**config.mk**
```make
export PLATFORM = sky130hd
export DESIGN_NAME = psc_pll_config
export DESIGN_NICKNAME = d
export VERILOG_FILES = /design/src/design/psc_pkg_dummy_guard.sv /design/src/design/psc_pkg.sv /design/src/design/psc_prescaler.sv /design/src/design/psc_lock_timer.sv /design/src/design/psc_pll_config.sv
export VERILOG_INCLUDE_DIRS = /design/src /design/src/design
export SDC_FILE = /design/constraint.sdc
export NUM_CORES = 1
export LEC_CHECK = 0
export ABC_AREA = 1
export CORE_UTILIZATION = 30
export CTS_CLUSTER_DIAMETER = 120
export CTS_CLUSTER_SIZE = 8
export DETAILED_ROUTE_END_ITERATION = 7
export DONT_BUFFER_PORTS = 1
export PLACE_DENSITY = 0.51
export SLEW_MARGIN = 20
export SYNTH_ARGS = -nofsm -noshare
export SYNTH_HDL_FRONTEND = slang
export SYNTH_SLANG_ARGS = --single-unit
```
**constraint.sdc**
```tcl
create_clock -name i_clock -period 3.8 [get_ports i_clock]
set_input_delay 0 -clock i_clock [delete_from_list [all_inputs] [get_ports i_clock]]
set_output_delay 0 -clock i_clock [all_outputs]
set_load 0.01 [all_outputs]
```
**src/design/psc_pll_map.svh**
```systemverilog
// Register map, field positions, reset values and timing figures of the loop configuration block
`ifndef PSC_PLL_MAP_SVH
`define PSC_PLL_MAP_SVH

// Register addresses, one per register (16-bit registers, 16-bit address)
`define PSC_ADDR_FEEDBACK   16'hF000
`define PSC_ADDR_PRESCALE   16'hF001
`define PSC_ADDR_SOURCE     16'hF002
`define PSC_ADDR_RUN        16'hF003
`define PSC_ADDR_LOCK       16'hF004
`define PSC_ADDR_IRQ_STATUS 16'hF006
`define PSC_ADDR_IRQ_MASK   16'hF007

// Reset values
`define PSC_FEEDBACK_RESET  16'h0060
`define PSC_PRESCALE_RESET  2'h2
`define PSC_SOURCE_RESET    1'h0
`define PSC_RUN_RESET       1'h0
`define PSC_MASK_RESET      2'h0

// Field positions
`define PSC_RUN_BIT         0
`define PSC_SOURCE_BIT      0
`define PSC_LOCK_BIT        0
`define PSC_EV_LOCKED       0
`define PSC_EV_LOST         1

// Field codes
`define PSC_SOURCE_LOOP     1'h1

// Timing: clock period and typical lock time, both in ns
`define PSC_CLK_PERIOD_NS   20
`define PSC_LOCK_TIME_NS    3500000
`define PSC_LOCK_CYCLES     (`PSC_LOCK_TIME_NS / `PSC_CLK_PERIOD_NS)

// Cycles the loop is held in reset on a relock request
`define PSC_HOLD_CYCLES     3'h4

`endif

```
**src/design/psc_pkg_dummy_guard.sv**
```systemverilog
// Spare compilation unit; holds no logic and no declarations
`timescale 1ns/10ps

```
**src/design/psc_pkg.sv**
```systemverilog
// Types and decode helpers shared by the loop configuration block
package psc_pkg;

	// Loop sequencing states
	typedef enum logic [1:0] {
		PSC_OFF     = 2'b00,
		PSC_HOLD    = 2'b01,
		PSC_ACQUIRE = 2'b10,
		PSC_LOCKED  = 2'b11
	} psc_state_e;

	// Prescale code to divide ratio: 0,1,2,3 -> 1,2,4,8
	function automatic logic [3:0] psc_ratio_of(input logic [1:0] code);
		psc_ratio_of = 4'h1 << code;
	endfunction

endpackage

```
**src/design/psc_prescaler.sv**
```systemverilog
// Integer prescaler: divides the sampled master clock by 1, 2, 4 or 8
`timescale 1ns/10ps

module psc_prescaler (
	// Clock and reset
	input  wire logic       i_clock,
	input  wire logic       i_reset_n,
	// Master clock level and ratio code
	input  wire logic       i_mclk,
	input  wire logic [1:0] i_code,
	// Divided output, one pulse per ratio input edges
	output logic            o_tick
);

	logic       mclk_q;   // Previous master clock level
	logic       mclk_d;
	logic [2:0] cnt_q;    // Rising edges counted so far
	logic [2:0] cnt_d;
	logic       tick_q;   // Registered divided tick
	logic       tick_d;
	logic       edge_w;   // Rising edge this cycle
	logic [2:0] last_w;   // Final count for the ratio

	////////////////////////////////////////////////////////////////////////
	// Next-state: count rising edges, wrap at ratio
	always_comb begin
		edge_w = i_mclk & ~mclk_q;
		last_w = 3'(psc_pkg::psc_ratio_of(i_code) - 4'h1);
		mclk_d = i_mclk;
		cnt_d  = cnt_q;
		tick_d = 1'b0;
		// Out-of-range count after a ratio change wraps on the next rising edge
		if (edge_w) begin
			if (cnt_q >= last_w) begin
				cnt_d  = 3'h0;
				tick_d = 1'b1;
			end else begin
				cnt_d = cnt_q + 3'h1;
			end
		end
	end

	// Registers only
	always_ff @(posedge i_clock) begin
		if (!i_reset_n) begin
			mclk_q <= 1'b0;
			cnt_q  <= 3'h0;
			tick_q <= 1'b0;
		end else begin
			mclk_q <= mclk_d;
			cnt_q  <= cnt_d;
			tick_q <= tick_d;
		end
	end

	assign o_tick = tick_q;

	////////////////////////////////////////////////////////////////////////
	// Divide by 1 passes every edge straight through
	a_ratio_one_pass: assert property (@(posedge i_clock) disable iff (!i_reset_n)
		(edge_w && i_code == 2'h0) |=> o_tick)
		else $error("prescaler dropped an edge at ratio 1");

	// Divide by 2 or more never ticks twice in a row
	a_ratio_spacing: assert property (@(posedge i_clock) disable iff (!i_reset_n)
		(o_tick && i_code != 2'h0 && $stable(i_code)) |=> !o_tick)
		else $error("prescaler ticked on consecutive cycles");

endmodule

```
**src/design/psc_lock_timer.sv**
```systemverilog
// Lock acquisition timer: lock is declared after a settle time with input activity
`timescale 1ns/10ps
`include "psc_pll_map.svh"

module psc_lock_timer #(
	parameter int unsigned LOCK_CYCLES = `PSC_LOCK_CYCLES,
	parameter int unsigned CNT_W       = $clog2(LOCK_CYCLES + 1)
) (
	// Clock and reset
	input  wire logic i_clock,
	input  wire logic i_reset_n,
	// Acquire window and loop input activity
	input  wire logic i_enable,
	input  wire logic i_tick,
	// Settle time reached with input seen
	output logic      o_done
);

	logic [CNT_W-1:0] cnt_q;   // Cycles spent acquiring
	logic [CNT_W-1:0] cnt_d;
	logic             seen_q;  // Loop input has toggled
	logic             seen_d;
	logic             full_w;  // Settle time elapsed

	////////////////////////////////////////////////////////////////////////
	// Next-state: count while enabled, restart when dropped
	always_comb begin
		full_w = (cnt_q == CNT_W'(LOCK_CYCLES - 1));
		cnt_d  = cnt_q;
		seen_d = seen_q | i_tick;
		if (!i_enable) begin
			cnt_d  = '0;
			seen_d = 1'b0;
		end else if (!full_w) begin
			cnt_d = cnt_q + CNT_W'(1);
		end
	end

	// Registers only
	always_ff @(posedge i_clock) begin
		if (!i_reset_n) begin
			cnt_q  <= '0;
			seen_q <= 1'b0;
		end else begin
			cnt_q  <= cnt_d;
			seen_q <= seen_d;
		end
	end

	// No input clock, no lock, however long we wait
	assign o_done = i_enable & full_w & seen_q;

endmodule

```
**src/design/psc_pll_config.sv**
```systemverilog
// Loop configuration registers, relock sequencer, lock status and interrupt
//
// Our own choice: strobed register access.
`timescale 1ns/10ps
`include "psc_pll_map.svh"

module psc_pll_config #(
	parameter int unsigned LOCK_CYCLES = `PSC_LOCK_CYCLES,
	parameter int unsigned DATA_W      = 16
) (
	// Clock and reset
	input  wire logic              i_clock,
	input  wire logic              i_reset_n,
	// Register port
	input  wire logic [15:0]       i_addr,
	input  wire logic [DATA_W-1:0] i_wr_data,
	input  wire logic              i_wr_stb,
	input  wire logic              i_rd_stb,
	output logic      [DATA_W-1:0] o_rd_data,
	// Master clock level
	input  wire logic              i_mclk,
	// Controls to the analog loop
	output logic                   o_loop_reset,
	output logic                   o_loop_tick,
	output logic      [DATA_W-1:0] o_feedback_ratio,
	output logic      [1:0]        o_prescale_code,
	output logic                   o_sysclk_from_loop,
	// Status and interrupt
	output logic                   o_lock,
	output logic                   o_irq
);

	// Address match, used by every write decode
	function automatic logic hit(input logic [15:0] a, input logic [15:0] off);
		hit = (a == off);
	endfunction

	////////////////////////////////////////////////////////////////////////
	// Declarations
	logic [DATA_W-1:0]      fb_q;     // Feedback ratio setting
	logic [DATA_W-1:0]      fb_d;
	logic [1:0]             pre_q;    // Prescale ratio code
	logic [1:0]             pre_d;
	logic                   src_q;    // System clock source
	logic                   src_d;
	logic                   run_q;    // Loop run bit
	logic                   run_d;
	logic [1:0]             mask_q;   // Interrupt mask
	logic [1:0]             mask_d;
	logic [1:0]             stat_q;   // Sticky event bits
	logic [1:0]             stat_d;
	logic [DATA_W-1:0]      rd_q;     // Read data, one cycle late
	logic [DATA_W-1:0]      rd_d;
	psc_pkg::psc_state_e    state_q;  // Loop sequencer
	psc_pkg::psc_state_e    state_d;
	logic [2:0]             hold_q;   // Hold-reset cycles left
	logic [2:0]             hold_d;
	logic                   wr_run_w; // Run register written
	logic                   relock_w; // Run bit written as one
	logic                   tick_w;   // Prescaled loop input
	logic                   done_w;   // Lock timer finished
	logic                   locked_w; // Lock flag
	logic [1:0]             ev_w;     // Events this cycle

	////////////////////////////////////////////////////////////////////////
	// Prescaler in front of the loop
	psc_prescaler u_prescaler (
		.i_clock   (i_clock),
		.i_reset_n (i_reset_n),
		.i_mclk    (i_mclk),
		.i_code    (pre_q),
		.o_tick    (tick_w)
	);

	// Settle timer, runs only while acquiring
	psc_lock_timer #(
		.LOCK_CYCLES (LOCK_CYCLES)
	) u_lock_timer (
		.i_clock   (i_clock),
		.i_reset_n (i_reset_n),
		.i_enable  (state_q == psc_pkg::PSC_ACQUIRE),
		.i_tick    (tick_w),
		.o_done    (done_w)
	);

	////////////////////////////////////////////////////////////////////////
	// Next-state: configuration registers
	always_comb begin
		fb_d     = fb_q;
		pre_d    = pre_q;
		src_d    = src_q;
		run_d    = run_q;
		mask_d   = mask_q;
		wr_run_w = i_wr_stb & hit(i_addr, `PSC_ADDR_RUN);
		relock_w = wr_run_w & i_wr_data[`PSC_RUN_BIT];
		if (i_wr_stb) begin
			// Any 16-bit feedback value is stored; 65..127 is the useful band
			if (hit(i_addr, `PSC_ADDR_FEEDBACK))
				fb_d = i_wr_data;
			// Changes take effect on the next relock only in the analog loop
			if (hit(i_addr, `PSC_ADDR_PRESCALE))
				pre_d = i_wr_data[1:0];
			if (hit(i_addr, `PSC_ADDR_SOURCE))
				src_d = i_wr_data[`PSC_SOURCE_BIT];
			if (wr_run_w)
				run_d = i_wr_data[`PSC_RUN_BIT];
			if (hit(i_addr, `PSC_ADDR_IRQ_MASK))
				mask_d = i_wr_data[1:0];
		end
	end

	// Registers only
	always_ff @(posedge i_clock) begin
		if (!i_reset_n) begin
			fb_q   <= `PSC_FEEDBACK_RESET;
			pre_q  <= `PSC_PRESCALE_RESET;
			src_q  <= `PSC_SOURCE_RESET;
			run_q  <= `PSC_RUN_RESET;
			mask_q <= `PSC_MASK_RESET;
		end else begin
			fb_q   <= fb_d;
			pre_q  <= pre_d;
			src_q  <= src_d;
			run_q  <= run_d;
			mask_q <= mask_d;
		end
	end

	////////////////////////////////////////////////////////////////////////
	// Next-state: loop sequencer
	always_comb begin
		state_d = state_q;
		hold_d  = hold_q;
		case (state_q)
			// Loop stopped, lock flag low
			psc_pkg::PSC_OFF: begin
				if (relock_w) begin
					state_d = psc_pkg::PSC_HOLD;
					hold_d  = `PSC_HOLD_CYCLES;
				end
			end
			// Loop held in reset for a fixed count
			psc_pkg::PSC_HOLD: begin
				hold_d = hold_q - 3'h1;
				if (hold_q == 3'h1)
					state_d = psc_pkg::PSC_ACQUIRE;
			end
			// Waiting for the loop to settle
			psc_pkg::PSC_ACQUIRE: begin
				if (done_w)
					state_d = psc_pkg::PSC_LOCKED;
			end
			// Locked, stable output
			psc_pkg::PSC_LOCKED: begin
				state_d = state_q;
			end
			default: begin
				state_d = psc_pkg::PSC_OFF;
			end
		endcase
		// Relock from any state restarts the hold; clearing run stops
		if (relock_w) begin
			state_d = psc_pkg::PSC_HOLD;
			hold_d  = `PSC_HOLD_CYCLES;
		end else if (wr_run_w) begin
			state_d = psc_pkg::PSC_OFF;
			hold_d  = 3'h0;
		end
	end

	// Registers only
	always_ff @(posedge i_clock) begin
		if (!i_reset_n) begin
			state_q <= psc_pkg::PSC_OFF;
			hold_q  <= 3'h0;
		end else begin
			state_q <= state_d;
			hold_q  <= hold_d;
		end
	end

	// Lock flag is pure state, so it drops the cycle a relock begins
	assign locked_w = (state_q == psc_pkg::PSC_LOCKED);

	////////////////////////////////////////////////////////////////////////
	// Next-state: interrupt status, read data
	always_comb begin
		ev_w = 2'h0;
		ev_w[`PSC_EV_LOCKED] = (state_q == psc_pkg::PSC_ACQUIRE) & done_w & ~wr_run_w;
		ev_w[`PSC_EV_LOST]   = locked_w & wr_run_w;
		stat_d = stat_q;
		// Write-one-to-clear; a same-cycle event wins over the clear
		if (i_wr_stb && hit(i_addr, `PSC_ADDR_IRQ_STATUS))
			stat_d = stat_q & ~i_wr_data[1:0];
		stat_d = stat_d | ev_w;
		rd_d = '0;
		// Unmapped or no read: zero
		if (i_rd_stb) begin
			case (i_addr)
				`PSC_ADDR_FEEDBACK:   rd_d = fb_q;
				`PSC_ADDR_PRESCALE:   rd_d = DATA_W'(pre_q);
				`PSC_ADDR_SOURCE:     rd_d = DATA_W'(src_q);
				`PSC_ADDR_RUN:        rd_d = DATA_W'(run_q);
				`PSC_ADDR_LOCK:       rd_d[`PSC_LOCK_BIT] = locked_w;
				`PSC_ADDR_IRQ_STATUS: rd_d = DATA_W'(stat_q);
				`PSC_ADDR_IRQ_MASK:   rd_d = DATA_W'(mask_q);
				default:              rd_d = '0;
			endcase
		end
	end

	// Registers only
	always_ff @(posedge i_clock) begin
		if (!i_reset_n) begin
			stat_q <= 2'h0;
			rd_q   <= '0;
		end else begin
			stat_q <= stat_d;
			rd_q   <= rd_d;
		end
	end

	////////////////////////////////////////////////////////////////////////
	// Outputs
	assign o_rd_data          = rd_q;
	assign o_loop_reset       = (state_q != psc_pkg::PSC_ACQUIRE) & ~locked_w;
	assign o_loop_tick        = tick_w;
	assign o_feedback_ratio   = fb_q;
	assign o_prescale_code    = pre_q;
	assign o_sysclk_from_loop = (src_q == `PSC_SOURCE_LOOP);
	assign o_lock             = locked_w;
	assign o_irq              = |(stat_q & mask_q);

	////////////////////////////////////////////////////////////////////////
	// Checks
	a_fb_reset_val: assert property (@(posedge i_clock)
		(i_reset_n && $past(!i_reset_n)) |-> o_feedback_ratio == `PSC_FEEDBACK_RESET)
		else $error("feedback ratio not 96 after reset");

	a_fb_write_take: assert property (@(posedge i_clock) disable iff (!i_reset_n)
		(i_wr_stb && i_addr == `PSC_ADDR_FEEDBACK) |=> o_feedback_ratio == $past(i_wr_data))
		else $error("feedback write not stored");

	a_prescale_four: assert property (@(posedge i_clock) disable iff (!i_reset_n)
		(i_wr_stb && i_addr == `PSC_ADDR_PRESCALE && i_wr_data[1:0] == 2'h2)
		|=> psc_pkg::psc_ratio_of(o_prescale_code) == 4'h4)
		else $error("prescale code 2 did not give divide by 4");

	a_source_loop: assert property (@(posedge i_clock) disable iff (!i_reset_n)
		(i_wr_stb && i_addr == `PSC_ADDR_SOURCE && i_wr_data[0]) |=> o_sysclk_from_loop)
		else $error("source 1 did not select loop output");

	a_relock_hold: assert property (@(posedge i_clock) disable iff (!i_reset_n)
		(i_wr_stb && i_addr == `PSC_ADDR_RUN && i_wr_data[0])
		|=> (o_loop_reset && !o_lock) [*4] ##1 !o_loop_reset)
		else $error("relock did not hold loop reset four cycles");

	a_lock_after_done: assert property (@(posedge i_clock) disable iff (!i_reset_n)
		$rose(o_lock) |-> $past(done_w) && $past(state_q) == psc_pkg::PSC_ACQUIRE)
		else $error("lock raised without settle time");

	a_lock_read_back: assert property (@(posedge i_clock) disable iff (!i_reset_n)
		(i_rd_stb && i_addr == `PSC_ADDR_LOCK) |=> o_rd_data == DATA_W'($past(o_lock)))
		else $error("lock status read wrong");

	a_lock_clear_relock: assert property (@(posedge i_clock) disable iff (!i_reset_n)
		(o_lock && i_wr_stb && i_addr == `PSC_ADDR_RUN) |=> (o_loop_reset && !o_lock))
		else $error("lock flag high while loop in reset");

	// Lock stands until the run register is written again
	a_lock_stands: assert property (@(posedge i_clock) disable iff (!i_reset_n)
		(o_lock && !(i_wr_stb && i_addr == `PSC_ADDR_RUN)) |=> o_lock)
		else $error("lock flag dropped without a run write");

	// Clearing the run bit stops the loop and holds it in reset
	a_stop_holds: assert property (@(posedge i_clock) disable iff (!i_reset_n)
		(i_wr_stb && i_addr == `PSC_ADDR_RUN && !i_wr_data[`PSC_RUN_BIT]) |=> (o_loop_reset && !o_lock))
		else $error("run clear did not stop the loop");

	// Losing lock to a run write is recorded
	a_lost_event: assert property (@(posedge i_clock) disable iff (!i_reset_n)
		(o_lock && i_wr_stb && i_addr == `PSC_ADDR_RUN) |=> stat_q[`PSC_EV_LOST])
		else $error("lock loss not recorded in status");

	// An event wins over a clear in the same cycle
	a_set_over_clear: assert property (@(posedge i_clock) disable iff (!i_reset_n)
		(ev_w != 2'h0) |=> ((stat_q & $past(ev_w)) == $past(ev_w)))
		else $error("status event lost to a same-cycle clear");

	a_irq_gate: assert property (@(posedge i_clock) disable iff (!i_reset_n)
		(stat_q[`PSC_EV_LOCKED] && mask_q[`PSC_EV_LOCKED]) |-> o_irq)
		else $error("unmasked status bit without interrupt");

endmodule

```
==> results.md, run 1 <==
* Synth-to-layout area growth at 20.1%
* DRT Pass-1 Iters at 6
* CP Capture Type: flip-flop
* GRT Total Usage at 0.139
* ANT nets after route at 0
* Routed len/inst at 12.2 um
* Number of DRC markers in iteration 0 at about 130
* Hold-critical path endpoint: mask_q[1]
* Tcrit/Tclk final at 0.571
* Hold Path Depth at 4
* Rows at 37
* Final setup skew at 0.00664 ns
* Slowest cell on the critical path: dlygate4sd3_1
* Worst Hold Class: input port to flip-flop
* Critical path type: input port to flip-flop
* Finished Layout Cells at 601
* Setup Buffers After CTS at 0
* Final Critical Period at 2.17 ns
* Grt ovf at 0
* Flop2flop setup slack at 2.13 ns
* Most frequent cell after synthesis: dfxtp_1
* Top_reg_cell synth: dfxtp_1
* Htree depth at 3
* Final net count at 507
* TritonCTS Buffers at 9
* Critical R2R Launch: u_lock_timer.cnt_q[0]
* Crit-path cells: dlygate4sd3_1, nor2_4, inv_2, nor3_1, nand3_2, nand2_1, nand3_1, dlygate4sd3_1
* Dominant cell type by area after synthesis: dfxtp_1
* Synthesized flop and latch total at 69
* Post-synth net total at 477
* Max VDD drop at 0.157 mV
* Startpoint types: input port
* Bufs and invs on worst path at 3
* RR Endpoint: u_lock_timer.cnt_q[16]
* Layout fillers at 1056
* Endpoints failing setup at 0
* List of most frequent post-synthesis cells: dfxtp_1 (69), nand2_1 (67), inv_1 (65)
* Worst slew pin tran at 1.02 ns
* # port buffers at 0
* Die Wd at about 110 um
* Synth area leaders: dfxtp_1 (43%), nand2_1 (7.8%), inv_1 (7.6%)
* Mapped Area at 3210 um^2
* Area taken by multi-input logic gates at 1530 um^2
* Yosys warnings at 0
* Layout cells sized above 1 at 0.0989
* Top cell type's share of synthesized area at 0.431
* Routability cong. at roughly 0.85
* Reg area at 1380 um^2
* Mean number of vias per cell at around 4.7
* Avg Synthesized Cell Area at 7.46 um^2
* Slew HR at 0.316
* Ant. Diodes at 0
* RSZ-0062 raised after global routing: false
* Antenna violations before repair at 0
* Clock tree buffer depth at 2
* Maxcap violations at 0
* Pin count of the biggest net entering global routing at 31
* Fmax at 0.461 GHz
* First-pass GRT wire length at 12.4 mm
* Slew Limit Fails at 0
* Leakage power at 0.00144 uW
* Core region area at roughly 10000 um^2
* Sequential cell area fraction in the yosys report at 0.431
* Power Total at roughly 1600 uW
* CTS Sinks at 69
* Die area at 11100 um^2
* Clock transition at path regs at 0.08 ns
* DP HPWL at approximately 5.3 mm
* Status: complete, no violations
* Initial core utilization at 0.311
* Crit path top cell by count: dlygate4sd3_1
* Synth unique cells at 35
* Asr flop ratio synth at 0
* Mapped Cells at 430
* Crit-path max FO at 30
* Routed WL at 7.34 mm
* IO Count at 76
* Vias in the first global route at 2682
* Die H at 105 um
* WP data required at 4.04 ns
* DRC at 0
* Endpoints failing hold at 0
* Clk Latency, worst-skew pair at between 0.3 and 0.4 ns
* CTS root buf: clkbuf_8
* Beginning of the worst hold path: i_addr[3]
* Worst path arrival time at roughly 2.4 ns
* Slowest Stage Delay on Critical Path at 0.60 ns
* CTS tree: done
* Pwr dens at 408 nW/um^2
* EDFF count, synth at 0
* Fin Setup TNS at 0 ns
* Cells after DPL at 556
* Vias at 2805
* FF-to-FF path depth at 9
* Critical path's top delay family: buffers and inverters
==> per-layer routing <==
metal / GRT usage / wire [um] / vias to the layer above
li1: - / - / 1452
met1: 0.179 / 3470 / 1275
met2: 0.221 / 3380 / 67
met3: 0.0278 / 332 / 11
met4: 0.0694 / 159 / 0
met5: 0 / 0 / -
==> state kept, by name, indices dropped and copies added, names as in the netlist, 2 cells and up <==
name                cells
stat_q                  2
o_prescale_code         2
mask_q                  2
o_feedback_ratio       16
o_rd_data              16
hold_q                  3
state_q                 2
u_prescaler.cnt_q       3
u_lock_timer.cnt_q     18
==> cell usage in the layout (no fill, tap or decap), types with 4 or more instances in the layout <==
cell	n
dlygate4sd3_1	29
a21oi_1	35
nor3_1	9
o21ai_1	9
nor2_4	6
dfxtp_1	69
nand2_1	67
clkbuf_8	9
nor2_2	4
xor2_1	4
nand4_1	12
nor3_2	9
nand3_1	28
o21ai_0	19
ha_1	10
inv_1	65
nor2_1	51
inv_6	5
nand2_2	5
==> repair_timing <==
action	4_1_cts	5_1_grt
hold endpoints to repair	38	0
hold buffers	29	0
gates resized for setup	0	0
==> worst min-delay path, cell delays in order <==
cell and delay (ns):
nor4_1 0.05, nand3_1 0.10, o21ai_0 0.08, a21oi_1 0.11
==> power breakdown <==
group / switching (uW) / internal, uW
combinational: 82.7 / 50.7
sequential: 10.4 / 734
clock: 311 / 381
total: 404 / 1170
==> per-stage QoR <==
step | util | hold slack (ns) | setup slack [ns] | instance area (um^2)
after floorplan | - | 0.0976 | 2.35 | 3210
after global placement | 0.322 | 0.0961 | 2.02 | 3330
after detailed placement | 0.322 | 0.102 | 1.84 | 3330
after CTS | 0.372 | 0.0125 | 1.38 | 3840
after global routing | 0.373 | 0.0692 | 1.44 | 3850
final | 0.373 | 0.0290 | 1.63 | 3850
==> worst max path at each step <==
stage | start | end | slack, ns | depth (start not counted)
6_report | i_addr[3] | o_feedback_ratio[5] | 1.63 | 8
3_5_place_dp | i_addr[7] | o_feedback_ratio[2] | 1.84 | 6
2_1_floorplan | u_lock_timer.cnt_q[0] | u_lock_timer.cnt_q[16] | 2.35 | 9
3_3_place_gp | i_addr[7] | o_feedback_ratio[13] | 2.02 | 6
5_1_grt | i_reset_n | u_lock_timer.cnt_q[8] | 1.44 | 5
4_1_cts | i_addr[3] | o_feedback_ratio[5] | 1.38 | 8
==> cells by family after synthesis <==
logic type | after synthesis | share of synthesized area
fa+ha+maj | 10 | 0.0390
compound gates | 70 | 0.114
mux | 1 | 0.00312
simple gates | 197 | 0.303
xor+xnor | 6 | 0.0164
buf+inv | 77 | 0.0940
flops | 69 | 0.431
==> final cells by class <==
| cell class | count | area share |
|---|---|---|
| Clock inverter | 7 | 0.0270 |
| Multi-Input combinational cell | 284 | 0.397 |
| Tap cell | 136 | 0.0442 |
| Clock buffer | 9 | 0.0322 |
| Timing Repair Buffer | 29 | 0.0754 |
| Sequential cell | 69 | 0.359 |
| Inverter | 67 | 0.0653 |
No activity file was read; power rests on OpenSTA's default activity.
==> run 2, diff against run 1 <==
Clock period 3.8 ns to 2.1 ns, I/O delays scaled along.
==> run 2 against run 1 <==
Design area is 0.98% higher. Wire length up 0.15%. Sequential power grew 81%. Clock power is 81% higher. Flip-flop and latch count unchanged. Via count decreased by 0.71%. Critical path depth grew 1. First-iteration DRC count is 3.1% lower. Die area stayed put. Global-route usage is 0.074 points lower. Non-clock buffer count rose by 6. Highest routed layer unchanged.
==> results.md, run 2 (synthesis results as in run 1) <==
* Fmax at 0.553 GHz
* Clk Latency, worst-skew pair at 0.35 ns (about the same)
* Flop2flop setup slack at 0.52 ns (-1.61 ns)
* Maxcap violations at 0 (unchanged)
* Htree depth at 3 (unchanged)
* DRT Pass-1 Iters at 5 (-1)
* Routability cong. at 0.812 (-4.4%)
* Tcrit/Tclk final at 0.861
* Rows at 37 (unchanged)
* Endpoints failing setup at 0 (unchanged)
* Endpoints failing hold at 0 (unchanged)
* Slew HR at 0.639 (+0.323)
* RSZ-0062 raised after global routing: false
* Dpl ws at 0.510 ns (-1.33 ns)
* Critical R2R Launch: u_lock_timer.cnt_q[0]
* Slowest cell on the critical path: dlygate4sd3_1
* Mean number of vias per cell at 4.59 (-1.7%)
* Cells after DPL at 559 (+0.54%)
* Vias in the first global route at 2674 (-0.30%)
* IO Count at 76 (unchanged)
* Bufs and invs on worst path at 4 (+1)
* Commonest cells after routing, fill and taps aside: dfxtp_1 (69), nand2_1 (67), inv_1 (64), nor2_1 (51), a21oi_1 (35)
* Slew Limit Fails at 0 (unchanged)
* Hold slack at 0.0385 ns (+0.00947 ns)
* Final net count at 513 (+1.2%)
* Crit-path cells: dlygate4sd3_1, nor2_4, inv_2, nor3_1, nand3_1, buf_4, nand2_1, nand3_1, dlygate4sd3_1
* Grt ovf at 0 (unchanged)
* Crit-path max FO at 30 (unchanged)
* Vias at 2785 (-0.71%)
* Worst Hold Class: input port to flip-flop
* Worst slew pin tran at 0.541 ns (-0.482 ns)
* Final setup skew at 0.00765 ns (+0.00101 ns)
* Worst path arrival time at 2.04 ns (-0.37 ns)
* Commonest non-fill, non-tap cell in the layout: dfxtp_1
* FF-to-FF path depth at 10 (+1)
* Synth-to-layout area growth at 21.2%
* Clock transition at path regs at 0.08 ns (about the same)
* Critical path's top delay family: buffers and inverters
* Number of flip-flops in the largest register at 18 (unchanged)
* CTS root buf: clkbuf_8
* DRC at 0 (unchanged)
* Fin Setup TNS at 0 ns (unchanged)
* Pin count of the biggest net entering global routing at 31 (unchanged)
* Die Wd at 105 um (unchanged)
* CTS Sinks at 69 (unchanged)
* Hold Path Depth at 5 (+1)
* Die H at 105 um (unchanged)
* Layout fillers at 1097 (+3.9%)
* CP Capture Type: flip-flop
* TritonCTS Buffers at 9 (unchanged)
* Leakage power at 0.00148 uW (+2.2%)
* Layout cells sized above 1 at 0.113 (+0.0136)
* GRT Total Usage at 0.139 (-0.000738)
* Hold-critical path endpoint: o_rd_data[1]
* Status: complete, no violations
* Crit path from: i_addr[2]
* First-pass GRT wire length at 12.4 mm (-0.11%)
* Core region area at 10300 um^2 (unchanged)
* ANT nets after route at 0 (unchanged)
* Routed WL at 7.35 mm (+0.15%)
* Final Critical Period at between 1.5 and 2 ns
* # port buffers at 0 (unchanged)
* Critical path type: input port to flip-flop
* Slowest Stage Delay on Critical Path at 0.57 ns (-0.03 ns)
* WP data required at 2.33 ns (-1.71 ns)
* Die area at 11100 um^2 (unchanged)
* Beginning of the worst hold path: i_addr[3]
* Antenna violations before repair at 0 (unchanged)
* Finished Layout Cells at 607 (+1.0%)
* DP HPWL at 5.30 mm (-0.42%)
* Reg with most FFs: u_lock_timer.cnt_q
* Routed len/inst at 12.1 um (-0.84%)
* Ant. Diodes at 0 (unchanged)
* Clock tree buffer depth at 2 (unchanged)
* Initial core utilization at 0.311 (unchanged)
* Startpoint types: input port
* Final WS setup at 0.292 ns (-1.34 ns)
* Number of DRC markers in iteration 0 at 124 (-3.1%)
* Pwr dens at 733 nW/um^2 (+80%)
* RR Endpoint: u_lock_timer.cnt_q[14]
* CTS tree: done
* Max VDD drop at 0.359 mV (+130%)
## run 2: cell count changes in the layout (fill, tap and decap cells not counted), sizes merged
cell / change
buf: +7
dlygate4sd3: -1
inv: -2
clkinv: +2
## run 2: power breakdown
group / internal, uW / switching, uW
Combinational: 100 / 148
Sequential: 1330 / 17.6
Clock: 690 / 565
Total: 2120 / 731
## run 2: worst max-delay path by stage
stage / end / slack (ns) / depth (start not counted)
floorplan: u_lock_timer.cnt_q[16] / 0.65 / 9
global placement: u_lock_timer.cnt_q[16] / 0.55 / 9
global route: o_feedback_ratio[6] / 0.20 / 9
finish: o_feedback_ratio[6] / 0.29 / 9
detailed placement: u_lock_timer.cnt_q[14] / 0.51 / 10
CTS: o_prescale_code[1] / 0.06 / 10
## run 2: layout make-up
class	count	area, um^2	area share
inverter	67	251	0.0647
tap	136	170	0.0438
multi-input combinational	284	1520	0.392
timing repair buffer	35	330	0.0850
sequential	69	1380	0.355
clock inverter	7	106	0.0274
clock buffer	9	124	0.0319
## run 2: tightest hold or removal path, cell delays in order
cell     delay (ns)
nor2_1         0.07
nand4_1        0.10
o31ai_1        0.07
nand2_1        0.06
nor2_1         0.04
## run 2: what timing repair did
item | in CTS | in global routing
gates resized for setup | 0 | 1
setup buffers | 0 | 3
hold buffers | 30 | 0
setup endpoints to repair | 0 | 1
hold endpoints to repair | 45 | 0
## run 2: through the flow
| stage | cell area [um^2] | power, uW | utilization |
|---|---|---|---|
| after floorplan | 3210 | 1540 | - |
| after global placement | 3350 | 1570 | 0.324 |
| final | 3890 | 2850 | 0.377 |
| after CTS | 3880 | 2880 | 0.376 |
| after global routing | 3890 | 2990 | 0.377 |
| after detailed placement | 3350 | 1570 | 0.324 |
## run 2: metal layers
layer / share of wire / global-route usage
met5: 0 / 0
met4: 0.015 / 0.0503
met3: 0.064 / 0.0464
met2: 0.46 / 0.227
met1: 0.46 / 0.168
